File: src/bsmc_pkg.sv
// shared constants for the brown-out and supply warning control
package bsmc_pkg;
	// clock and timing
	localparam int unsigned CLK_HZ = 50_000_000; // system clock rate
	localparam int unsigned CLK_PERIOD_NS = 20; // one clock period
	localparam int unsigned SAMP_FAST_HZ = 1000; // fast sample rate
	localparam int unsigned SAMP_SLOW_HZ = 125; // slow sample rate
	localparam int unsigned SAMP_FAST_CYC = CLK_HZ / SAMP_FAST_HZ; // fast sample period
	localparam int unsigned SAMP_SLOW_CYC = CLK_HZ / SAMP_SLOW_HZ; // slow sample period
	localparam int unsigned SAMP_W = 19; // width of the period counter
	localparam int unsigned PROBE_ON_NS = 1000; // detector power window per sample
	localparam int unsigned PROBE_ON_CYC = (PROBE_ON_NS + CLK_PERIOD_NS - 1) / CLK_PERIOD_NS;
	localparam int unsigned STARTUP_NS = 2000; // detector start-up at wake
	localparam int unsigned STARTUP_CYC = (STARTUP_NS + CLK_PERIOD_NS - 1) / CLK_PERIOD_NS;
	localparam int unsigned WIN_W = 8; // width of the window and hold counters
	// register indices, byte address is four times the index
	localparam logic [3:0] REG_MODE_CTRL = 4'h0;
	localparam logic [3:0] REG_LEVEL_CTRL = 4'h1;
	localparam logic [3:0] REG_WARN_LEVEL = 4'h8;
	localparam logic [3:0] REG_WARN_IRQ_CTRL = 4'h9;
	localparam logic [3:0] REG_WARN_FLAGS = 4'ha;
	localparam logic [3:0] REG_WARN_STATUS = 4'hb;
	// field positions
	localparam int unsigned MODE_SLEEP_LSB = 0;
	localparam int unsigned MODE_ACTIVE_LSB = 2;
	localparam int unsigned MODE_SAMPFREQ_BIT = 4;
	localparam int unsigned IRQ_IE_BIT = 0;
	localparam int unsigned IRQ_TRIG_LSB = 1;
	localparam int unsigned FLAG_BIT = 0;
	localparam int unsigned STATUS_BIT = 0;
	// reset values
	localparam logic [1:0] WARN_LEVEL_RST = 2'h0;
	localparam logic [1:0] TRIG_RST = 2'h0;
	localparam logic IE_RST = 1'h0;
	// warning margin in percent per code
	localparam logic [4:0] MARGIN_PCT_0 = 5'h05;
	localparam logic [4:0] MARGIN_PCT_1 = 5'h0f;
	localparam logic [4:0] MARGIN_PCT_2 = 5'h19;
	// detector operating modes
	typedef enum logic [1:0] {
		BSMC_OFF = 2'b00,
		BSMC_CONT = 2'b01,
		BSMC_SAMP = 2'b10,
		BSMC_CONT_HOLD = 2'b11
	} bsmc_mode_type;
	// warning trigger directions
	typedef enum logic [1:0] {
		BSMC_BELOW = 2'b00,
		BSMC_ABOVE = 2'b01,
		BSMC_CROSS = 2'b10,
		BSMC_TRIG_RSVD = 2'b11
	} bsmc_trig_type;
endpackage

File: src/bsmc_top.sv
// Summary of operation
// RULE1 - load level and modes from fuses
// RULE2 - level and active mode never software written
// RULE3 - sleep mode starts at fuse, software changeable
// RULE4 - deep sleep entry uses the sleep mode
// RULE5 - wake returns to the active mode
// RULE6 - continuous compare, or brief periodic sampling
// RULE7 - supply below threshold asserts system reset
// RULE8 - enable bit turns on warning monitor
// RULE9 - warning monitor off while detector off
// RULE10 - sampled detector samples warning monitor too
// RULE11 - warning margin chosen by margin field
// RULE12 - flag set on selected crossing direction
// RULE13 - request equals flag and enable
// RULE14 - request holds until flag cleared
// RULE15 - no request while processor debug halted
// RULE16 - software unlocks, then writes within four
// RULE17 - unlocked-less protected write is ignored
// RULE18 - only sleep mode field is protected
// RULE19 - mode codes off, continuous, sampled, hold
// RULE20 - trigger codes below, above, either direction
// RULE21 - margin codes five, fifteen, twentyfive percent
// RULE22 - flag updates only while detector enabled
// RULE23 - writing one clears flag, zero ignored
//
// The Wishbone register port and the placing of the registers were chosen for this implementation.
`timescale 1ns/1ps
module bsmc_top #(
	parameter int unsigned SAMP_FAST_CYCLES = bsmc_pkg::SAMP_FAST_CYC,
	parameter int unsigned SAMP_SLOW_CYCLES = bsmc_pkg::SAMP_SLOW_CYC
) (
	// clock and reset
	input wire logic clk_i,
	input wire logic rst_i,
	// wishbone slave
	input wire logic wb_cyc_i,
	input wire logic wb_stb_i,
	input wire logic wb_we_i,
	input wire logic [5:0] wb_adr_i,
	input wire logic [3:0] wb_sel_i,
	input wire logic [31:0] wb_dat_i,
	output logic [31:0] wb_dat_o,
	output logic wb_ack_o,
	// configuration fuses, static
	input wire logic [2:0] fuse_level_i,
	input wire logic [1:0] fuse_active_i,
	input wire logic [1:0] fuse_sleep_i,
	input wire logic fuse_sampfreq_i,
	// system state
	input wire logic deep_sleep_i,
	input wire logic debug_halt_i,
	input wire logic config_change_guard_i,
	// analog comparators, asynchronous
	input wire logic bod_below_i,
	input wire logic warn_below_i,
	// analog control and system outputs
	output logic bod_power_o,
	output logic [2:0] bod_level_o,
	output logic warn_power_o,
	output logic [4:0] warn_margin_pct_o,
	output logic sys_reset_o,
	output logic cpu_hold_o,
	output logic irq_o
);
	import bsmc_pkg::*;

	// fuse-loaded and software state
	logic [2:0] level; // detector threshold code
	bsmc_mode_type active_mode; // mode while running
	bsmc_mode_type sleep_mode; // mode in deep sleep
	logic sampfreq; // 1 selects the slow sample rate
	logic [1:0] margin_sel; // warning margin code
	bsmc_trig_type trig_sel; // warning direction
	logic irq_en; // warning enable
	logic flag; // warning flag
	logic warn_state; // last evaluated warning level, 1 below
	logic sleep_q; // deep sleep seen last cycle
	logic [SAMP_W-1:0] period_cnt; // cycles to next sample
	logic [WIN_W-1:0] win_cnt; // remaining power window
	logic [WIN_W-1:0] hold_cnt; // remaining wake hold
	// next values
	logic [2:0] next_level;
	bsmc_mode_type next_active_mode, next_sleep_mode;
	logic next_sampfreq, next_irq_en, next_flag, next_warn_state, next_ack;
	logic [1:0] next_margin_sel;
	bsmc_trig_type next_trig_sel;
	logic [SAMP_W-1:0] next_period_cnt;
	logic [WIN_W-1:0] next_win_cnt, next_hold_cnt;
	logic [31:0] next_dat;
	logic next_bod_power, next_warn_power, next_sys_reset, next_irq;
	logic [4:0] next_margin_pct;
	// synchronisers for the comparator pins
	logic bod_meta, bod_below_s, warn_meta, warn_below_s;
	// decode helpers
	logic [3:0] idx; // register index
	logic access, wr; // answered access, accepted write
	bsmc_mode_type mode_eff; // mode in force now
	logic det_on, mon_on, eval, trig_hit, margin_ok;
	logic [SAMP_W-1:0] period_len;

	// comparator outputs are analog and asynchronous
	always_ff @(posedge clk_i) begin
		bod_meta <= bod_below_i;
		bod_below_s <= bod_meta;
		warn_meta <= warn_below_i;
		warn_below_s <= warn_meta;
	end

	// bus decode: data in the low byte, write lands on the ack edge
	assign idx = wb_adr_i[5:2];
	assign access = wb_cyc_i && wb_stb_i && wb_ack_o;
	assign wr = access && wb_we_i && wb_sel_i[0];

	// mode selection, reserved sleep code keeps the detector off
	always_comb begin
		// RULE4 deep sleep entry
		if (deep_sleep_i) begin
			mode_eff = (sleep_mode == BSMC_CONT_HOLD) ? BSMC_OFF : sleep_mode;
		// RULE5 back to active mode
		end else begin
			mode_eff = active_mode;
		end
	end

	// monitor gating and sample instants
	always_comb begin
		det_on = (mode_eff != BSMC_OFF);
		// RULE11 RULE21 margin code lookup
		unique case (margin_sel)
			2'h0: next_margin_pct = MARGIN_PCT_0;
			2'h1: next_margin_pct = MARGIN_PCT_1;
			2'h2: next_margin_pct = MARGIN_PCT_2;
			default: next_margin_pct = 5'h00;
		endcase
		margin_ok = (next_margin_pct != 5'h00);
		// RULE9 monitor needs the detector
		mon_on = det_on && irq_en && margin_ok;
		// RULE10 sampled mode evaluates at window end only
		eval = (mode_eff == BSMC_SAMP) ? (win_cnt == WIN_W'(1)) : det_on;
		// RULE20 direction decode
		unique case (trig_sel)
			BSMC_BELOW: trig_hit = !warn_state && warn_below_s;
			BSMC_ABOVE: trig_hit = warn_state && !warn_below_s;
			BSMC_CROSS: trig_hit = warn_state != warn_below_s;
			default: trig_hit = 1'b0;
		endcase
		period_len = sampfreq ? SAMP_W'(SAMP_SLOW_CYCLES - 1) : SAMP_W'(SAMP_FAST_CYCLES - 1);
	end

	// next values of timing, detector and warning state
	always_comb begin
		next_period_cnt = period_cnt;
		next_win_cnt = (win_cnt != '0) ? win_cnt - WIN_W'(1) : win_cnt;
		next_hold_cnt = (hold_cnt != '0) ? hold_cnt - WIN_W'(1) : hold_cnt;
		next_warn_state = warn_state;
		next_flag = flag;
		// RULE6 sampled mode powers the detector periodically
		if (mode_eff == BSMC_SAMP) begin
			if (period_cnt == '0) begin
				next_period_cnt = period_len;
				next_win_cnt = WIN_W'(PROBE_ON_CYC);
			end else begin
				next_period_cnt = period_cnt - SAMP_W'(1);
			end
		end else begin
			next_period_cnt = '0;
			next_win_cnt = '0;
		end
		// RULE19 hold mode stalls execution at wake
		if (sleep_q && !deep_sleep_i && active_mode == BSMC_CONT_HOLD) begin
			next_hold_cnt = WIN_W'(STARTUP_CYC);
		end
		// RULE22 state follows only while enabled
		if (eval && mon_on) begin
			next_warn_state = warn_below_s;
		end
		// RULE23 write one clears, set wins below
		if (wr && idx == REG_WARN_FLAGS && wb_dat_i[FLAG_BIT]) begin
			next_flag = 1'b0;
		end
		// RULE12 set on the selected crossing
		if (eval && mon_on && trig_hit) begin
			next_flag = 1'b1;
		end
		// RULE6 continuous power or the sample window
		next_bod_power = (mode_eff == BSMC_SAMP) ? (next_win_cnt != '0) : det_on;
		// RULE8 monitor powered with the detector
		next_warn_power = next_bod_power && mon_on;
		// RULE7 brown-out reset
		next_sys_reset = eval && det_on && bod_below_s;
	end

	// next values of the software registers and the bus answer
	always_comb begin
		// RULE2 level, active mode and sample rate stay as loaded
		next_level = level;
		next_active_mode = active_mode;
		next_sampfreq = sampfreq;
		next_sleep_mode = sleep_mode;
		next_margin_sel = margin_sel;
		next_trig_sel = trig_sel;
		next_irq_en = irq_en;
		next_ack = wb_cyc_i && wb_stb_i && !wb_ack_o;
		next_dat = '0;
		// RULE17 protected write needs the unlock window
		if (wr && idx == REG_MODE_CTRL && config_change_guard_i) begin
			// RULE3 software changes the sleep mode
			next_sleep_mode = bsmc_mode_type'(wb_dat_i[MODE_SLEEP_LSB +: 2]);
		end
		// RULE18 no unlock on the other controls
		if (wr && idx == REG_WARN_LEVEL) begin
			next_margin_sel = wb_dat_i[1:0];
		end
		if (wr && idx == REG_WARN_IRQ_CTRL) begin
			next_trig_sel = bsmc_trig_type'(wb_dat_i[IRQ_TRIG_LSB +: 2]);
			next_irq_en = wb_dat_i[IRQ_IE_BIT];
		end
		// read data captured as the ack is raised
		unique case (idx)
			REG_MODE_CTRL: begin
				next_dat[MODE_SLEEP_LSB +: 2] = sleep_mode;
				next_dat[MODE_ACTIVE_LSB +: 2] = active_mode;
				next_dat[MODE_SAMPFREQ_BIT] = sampfreq;
			end
			REG_LEVEL_CTRL: next_dat[2:0] = level;
			REG_WARN_LEVEL: next_dat[1:0] = margin_sel;
			REG_WARN_IRQ_CTRL: begin
				next_dat[IRQ_TRIG_LSB +: 2] = trig_sel;
				next_dat[IRQ_IE_BIT] = irq_en;
			end
			REG_WARN_FLAGS: next_dat[FLAG_BIT] = flag;
			REG_WARN_STATUS: next_dat[STATUS_BIT] = warn_state;
			default: next_dat = '0;
		endcase
		// RULE13 RULE14 request from flag and enable, RULE15 masked in debug
		next_irq = next_flag && next_irq_en && !debug_halt_i;
	end

	// register all state and outputs except the comparator synchronisers
	always_ff @(posedge clk_i) begin
		if (rst_i) begin
			// RULE1 fuses loaded at every reset
			level <= fuse_level_i;
			active_mode <= bsmc_mode_type'(fuse_active_i);
			sleep_mode <= bsmc_mode_type'(fuse_sleep_i);
			sampfreq <= fuse_sampfreq_i;
			margin_sel <= WARN_LEVEL_RST;
			trig_sel <= bsmc_trig_type'(TRIG_RST);
			irq_en <= IE_RST;
			flag <= 1'b0;
			warn_state <= 1'b0;
			sleep_q <= 1'b0;
			period_cnt <= '0;
			win_cnt <= '0;
			hold_cnt <= '0;
			wb_ack_o <= 1'b0;
			wb_dat_o <= '0;
			bod_power_o <= 1'b0;
			bod_level_o <= '0;
			warn_power_o <= 1'b0;
			warn_margin_pct_o <= '0;
			sys_reset_o <= 1'b0;
			cpu_hold_o <= 1'b0;
			irq_o <= 1'b0;
		end else begin
			level <= next_level;
			active_mode <= next_active_mode;
			sleep_mode <= next_sleep_mode;
			sampfreq <= next_sampfreq;
			margin_sel <= next_margin_sel;
			trig_sel <= next_trig_sel;
			irq_en <= next_irq_en;
			flag <= next_flag;
			warn_state <= next_warn_state;
			sleep_q <= deep_sleep_i;
			period_cnt <= next_period_cnt;
			win_cnt <= next_win_cnt;
			hold_cnt <= next_hold_cnt;
			wb_ack_o <= next_ack;
			wb_dat_o <= next_dat;
			bod_power_o <= next_bod_power;
			bod_level_o <= level;
			warn_power_o <= next_warn_power;
			warn_margin_pct_o <= next_margin_pct;
			sys_reset_o <= next_sys_reset;
			cpu_hold_o <= (next_hold_cnt != '0);
			irq_o <= next_irq;
		end
	end
endmodule

File: config.mk
export PLATFORM = sky130hd
export DESIGN_NAME = bsmc_top
export DESIGN_NICKNAME = d
export VERILOG_FILES = /design/src/bsmc_pkg.sv /design/src/bsmc_top.sv
export SDC_FILE = /design/constraint.sdc
export NUM_CORES = 1
export LEC_CHECK = 0
export BUFFER_PORTS_ARGS = -buffer_cell sky130_fd_sc_hd__buf_4
export CAP_MARGIN = 20
export CORE_MARGIN = 1.5
export CORE_UTILIZATION = 54
export CTS_CLUSTER_DIAMETER = 100
export DETAILED_ROUTE_END_ITERATION = 7
export MAX_ROUTING_LAYER = met4
export PLACE_DENSITY = 0.79
export SYNTH_ARGS = -nofsm -noshare
export SYNTH_HDL_FRONTEND = slang
export SYNTH_SLANG_ARGS = --single-unit
File: constraint.sdc
create_clock -name clk_i -period 4.37 [get_ports clk_i]
set_input_delay 0.2185 -clock clk_i [delete_from_list [all_inputs] [get_ports clk_i]]
set_output_delay 0.2185 -clock clk_i [all_outputs]
set_load 0.05 [all_outputs]
==> results.md <==
- Run status: finished clean
- Final count of negative-setup-slack endpoints: 0
- Synth-to-layout area growth: 13.6%
- Placeable core region: 6280 um^2
- Number of clock sinks: 74
- Number of flops mapped to enable cells by yosys: 8
- Global placer's final weighted congestion: 0.810
- Number of resized instances in the post-cts repair step: 0
- Flop-to-flop setup slack: 1.81 ns
- Combined global-route utilization of all metal layers: 20.0%
- Hold Violations, Final: 0
- Worst supply voltage drop on vdd: 359 uV
- Starting Density: 55.3%
- Die Y: 83.2 um
- Clock transition at the register clock pins on the worst setup and hold paths after CTS: 0.07 ns
- Final cell utilization of the core: 62.8%
- Maximum fanout encountered on the critical timing path: 24
- ANT cells: 0
- Share of synthesized area occupied by flip-flops and latches: 45.0%
- Leading register cell type out of synthesis: dfxtp_1
- RSZ-0062 raised after global routing: no
- Type of destination of the critical path: register
- Number of remaining DRC errors: 0
- CTS Hold Buffers Added: 2
- Minimum clock period after layout: 2.56 ns
- Non-filler instance count after layout: 486
- Residual overflow from global routing: 0
- Critical Path Source Type: register
- Final worst-path cycle share: 58.5%
- Worst Hold Endpoint: irq_o
- Average footprint of a synthesized cell: 9.61 um^2
- Share of final-layout standard cells stronger than drive strength 1: 17.8%
- Worst slack on hold paths: 0.0440 ns
- Number of rows created at floorplan: 29
- Number of inserted filler cells in the final layout: 520
- TritonCTS clock tree: done
- Hold_sp: debug_halt_i
- Number of buffers between clock root and the deepest sink: 2
- Post-Layout Inst Area: 3940 um^2
- Worst Reg-to-Reg Cells: 5
- Required time at the worst-slack endpoint: 4.57 ns
- Mean number of vias per cell: 5.17
- Worst slew margin: 50.7%
- CTS HTree Levels: 3
- Source-to-sink clock delay at the later pin of the worst-skew pair: 0.34 ns
- Commonest non-fill, non-tap cell in the layout: dfxtp_1
- Area taken by multi-input logic gates: 1690 um^2
- Proportion of register bits with asynchronous set or reset after synthesis: 0%
- DPL Wire Length: 4540 um
- Post-CTS Repair Setup Buffers: 0
- LEAKAGE: 1.72 nW
- Clock skew: 0.00907 ns
- Die Outline Area: 6920 um^2
- First-pass GRT wire length: 10900 um
- Transition time at the pin with the least slew margin: 0.733 ns
- Final Slew Violations: 0
- Initial DRC Count: 74
- Depth of the worst hold-timing path: 2
- Vias: 2512
- Total chip power: 2.11 mW
- Most frequent cells in the layout: dfxtp_1 (66), buf_4 (44), nor2_1 (41), conb_1 (27), a21oi_1 (23)
- Number of distinct library cells after synthesis: 59
- Maximum frequency from static timing analysis: 0.391 GHz
- Final Routed Wirelength: 6320 um
- Vias in the first global route: 2478
- Maximum number of pins on one net before global-route repair: 40
- Antenna violations before repair: 0
- Class of the most critical setup path: reg2reg
- Reg2reg start: period_cnt[11]
- Pwr per Cell Area: 536 nW/um^2
- Buffers on Ports: 44
- TritonCTS buffer count: 9
- Warnings, synthesis: 0
- Area taken by flip-flops and latches: 1560 um^2
- DP Area: 3730 um^2
- Register bit total from synthesis: 74
- Count of placed standard cells including taps: 468
- Setup slack after layout: 1.81 ns
- Number of max-cap violations: 0
- NumNets Final: 478
- Die width: 83.2 um
- Sum of negative setup slack: 0 ns
- Path class of the lowest-slack min-delay path: in2reg
- Cells after Synth: 361
- Post-DRT Antenna Nets: 0
- Post-synthesis instance area: 3470 um^2
- Clock root cell: clkbuf_8
- Post-Place Worst Slack: 1.84 ns
- Routed WL per cell: 13.0 um
- First-pass detailed-route iteration total: 4
- Data arrival time of the critical path: 2.76 ns
- Number of placed I/O pins: 106
- Capture instance of the worst register-to-register path: bod_power_o
[cell families (layout without fill, tap and decap cells)]
family / count (synthesis) / count (layout) / synth area share, %
and+or+nand+nor: 124 / 124 / 19.0
DFF: 74 / 74 / 45.0
buffers and inverters: 54 / 76 / 9.05
AOI/OAI and AO/OA: 52 / 52 / 10.2
xor gates and xnor gates: 28 / 28 / 7.07
adders and majority gates: 14 / 14 / 5.05
muxes: 14 / 14 / 4.58
other: 1 / 27 / 0.108
[how the worst max path moves through the flow]
stage / start / to / slack, ns / cells after the start
after global routing: period_cnt[11] / bod_power_o / 1.71 / 5
after floorplan: period_cnt[12] / bod_power_o / 2.02 / 6
after detailed placement: period_cnt[11] / warn_power_o / 1.84 / 5
after CTS: period_cnt[12] / bod_power_o / 1.82 / 5
final: period_cnt[11] / bod_power_o / 1.81 / 5
after global placement: period_cnt[12] / bod_power_o / 1.86 / 5
[metal layers]
layer	wire [um]	track usage [%]	vias up
met4	127	6.97	0
met5	0	-	-
met3	317	7.36	14
met1	2820	22.6	1165
li1	-	-	1276
met2	3060	32.8	57
[cell usage after synthesis, types with 5 or more instances]
master,instances,area share [%]
nor2b_1,10,1.8
clkbuf_1,9,0.97
dfxtp_1,66,38
a21oi_1,23,3.3
xor2_1,12,3.0
and3_1,5,0.90
xnor2_1,16,4.0
buf_4,27,5.8
mux2_2,5,1.6
edfxtp_1,8,6.9
ha_1,14,5.0
nor2_1,41,4.4
nor4_1,5,0.90
mux2i_1,8,2.3
nor3_1,15,2.2
inv_1,14,1.5
nand2_1,15,1.6
[state kept, by name, indices dropped and copies added, names as in the netlist, 2 cells and up]
register           flops
active_mode            2
bod_level_o            3
hold_cnt               8
margin_sel             2
wb_dat_o               5
trig_sel               2
win_cnt                8
sleep_mode             2
warn_margin_pct_o      5
level                  3
period_cnt            19
[critical path: stages, from the launching register on]
cell      delay (ns)
dfxtp_1         0.35
or4_4           0.54
or3_4           0.36
or4_4           0.69
a221oi_2        0.37
o32ai_1         0.11
[area by class of cell]
class	count	area share (%)
clock buffer	13	3.78
clock inverter	3	1.02
inverter	14	1.33
multi-input combinational	259	42.9
sequential	74	39.6
tap	77	2.44
timing repair buffer	46	8.89
[where the power goes]
part           internal (mW)  total (mW)  switching [mW]
registers              0.769       0.846          0.0776
clock network          0.278       0.504           0.226
logic                  0.314       0.763           0.449
Note: power is estimated with default switching activity, not from simulation.
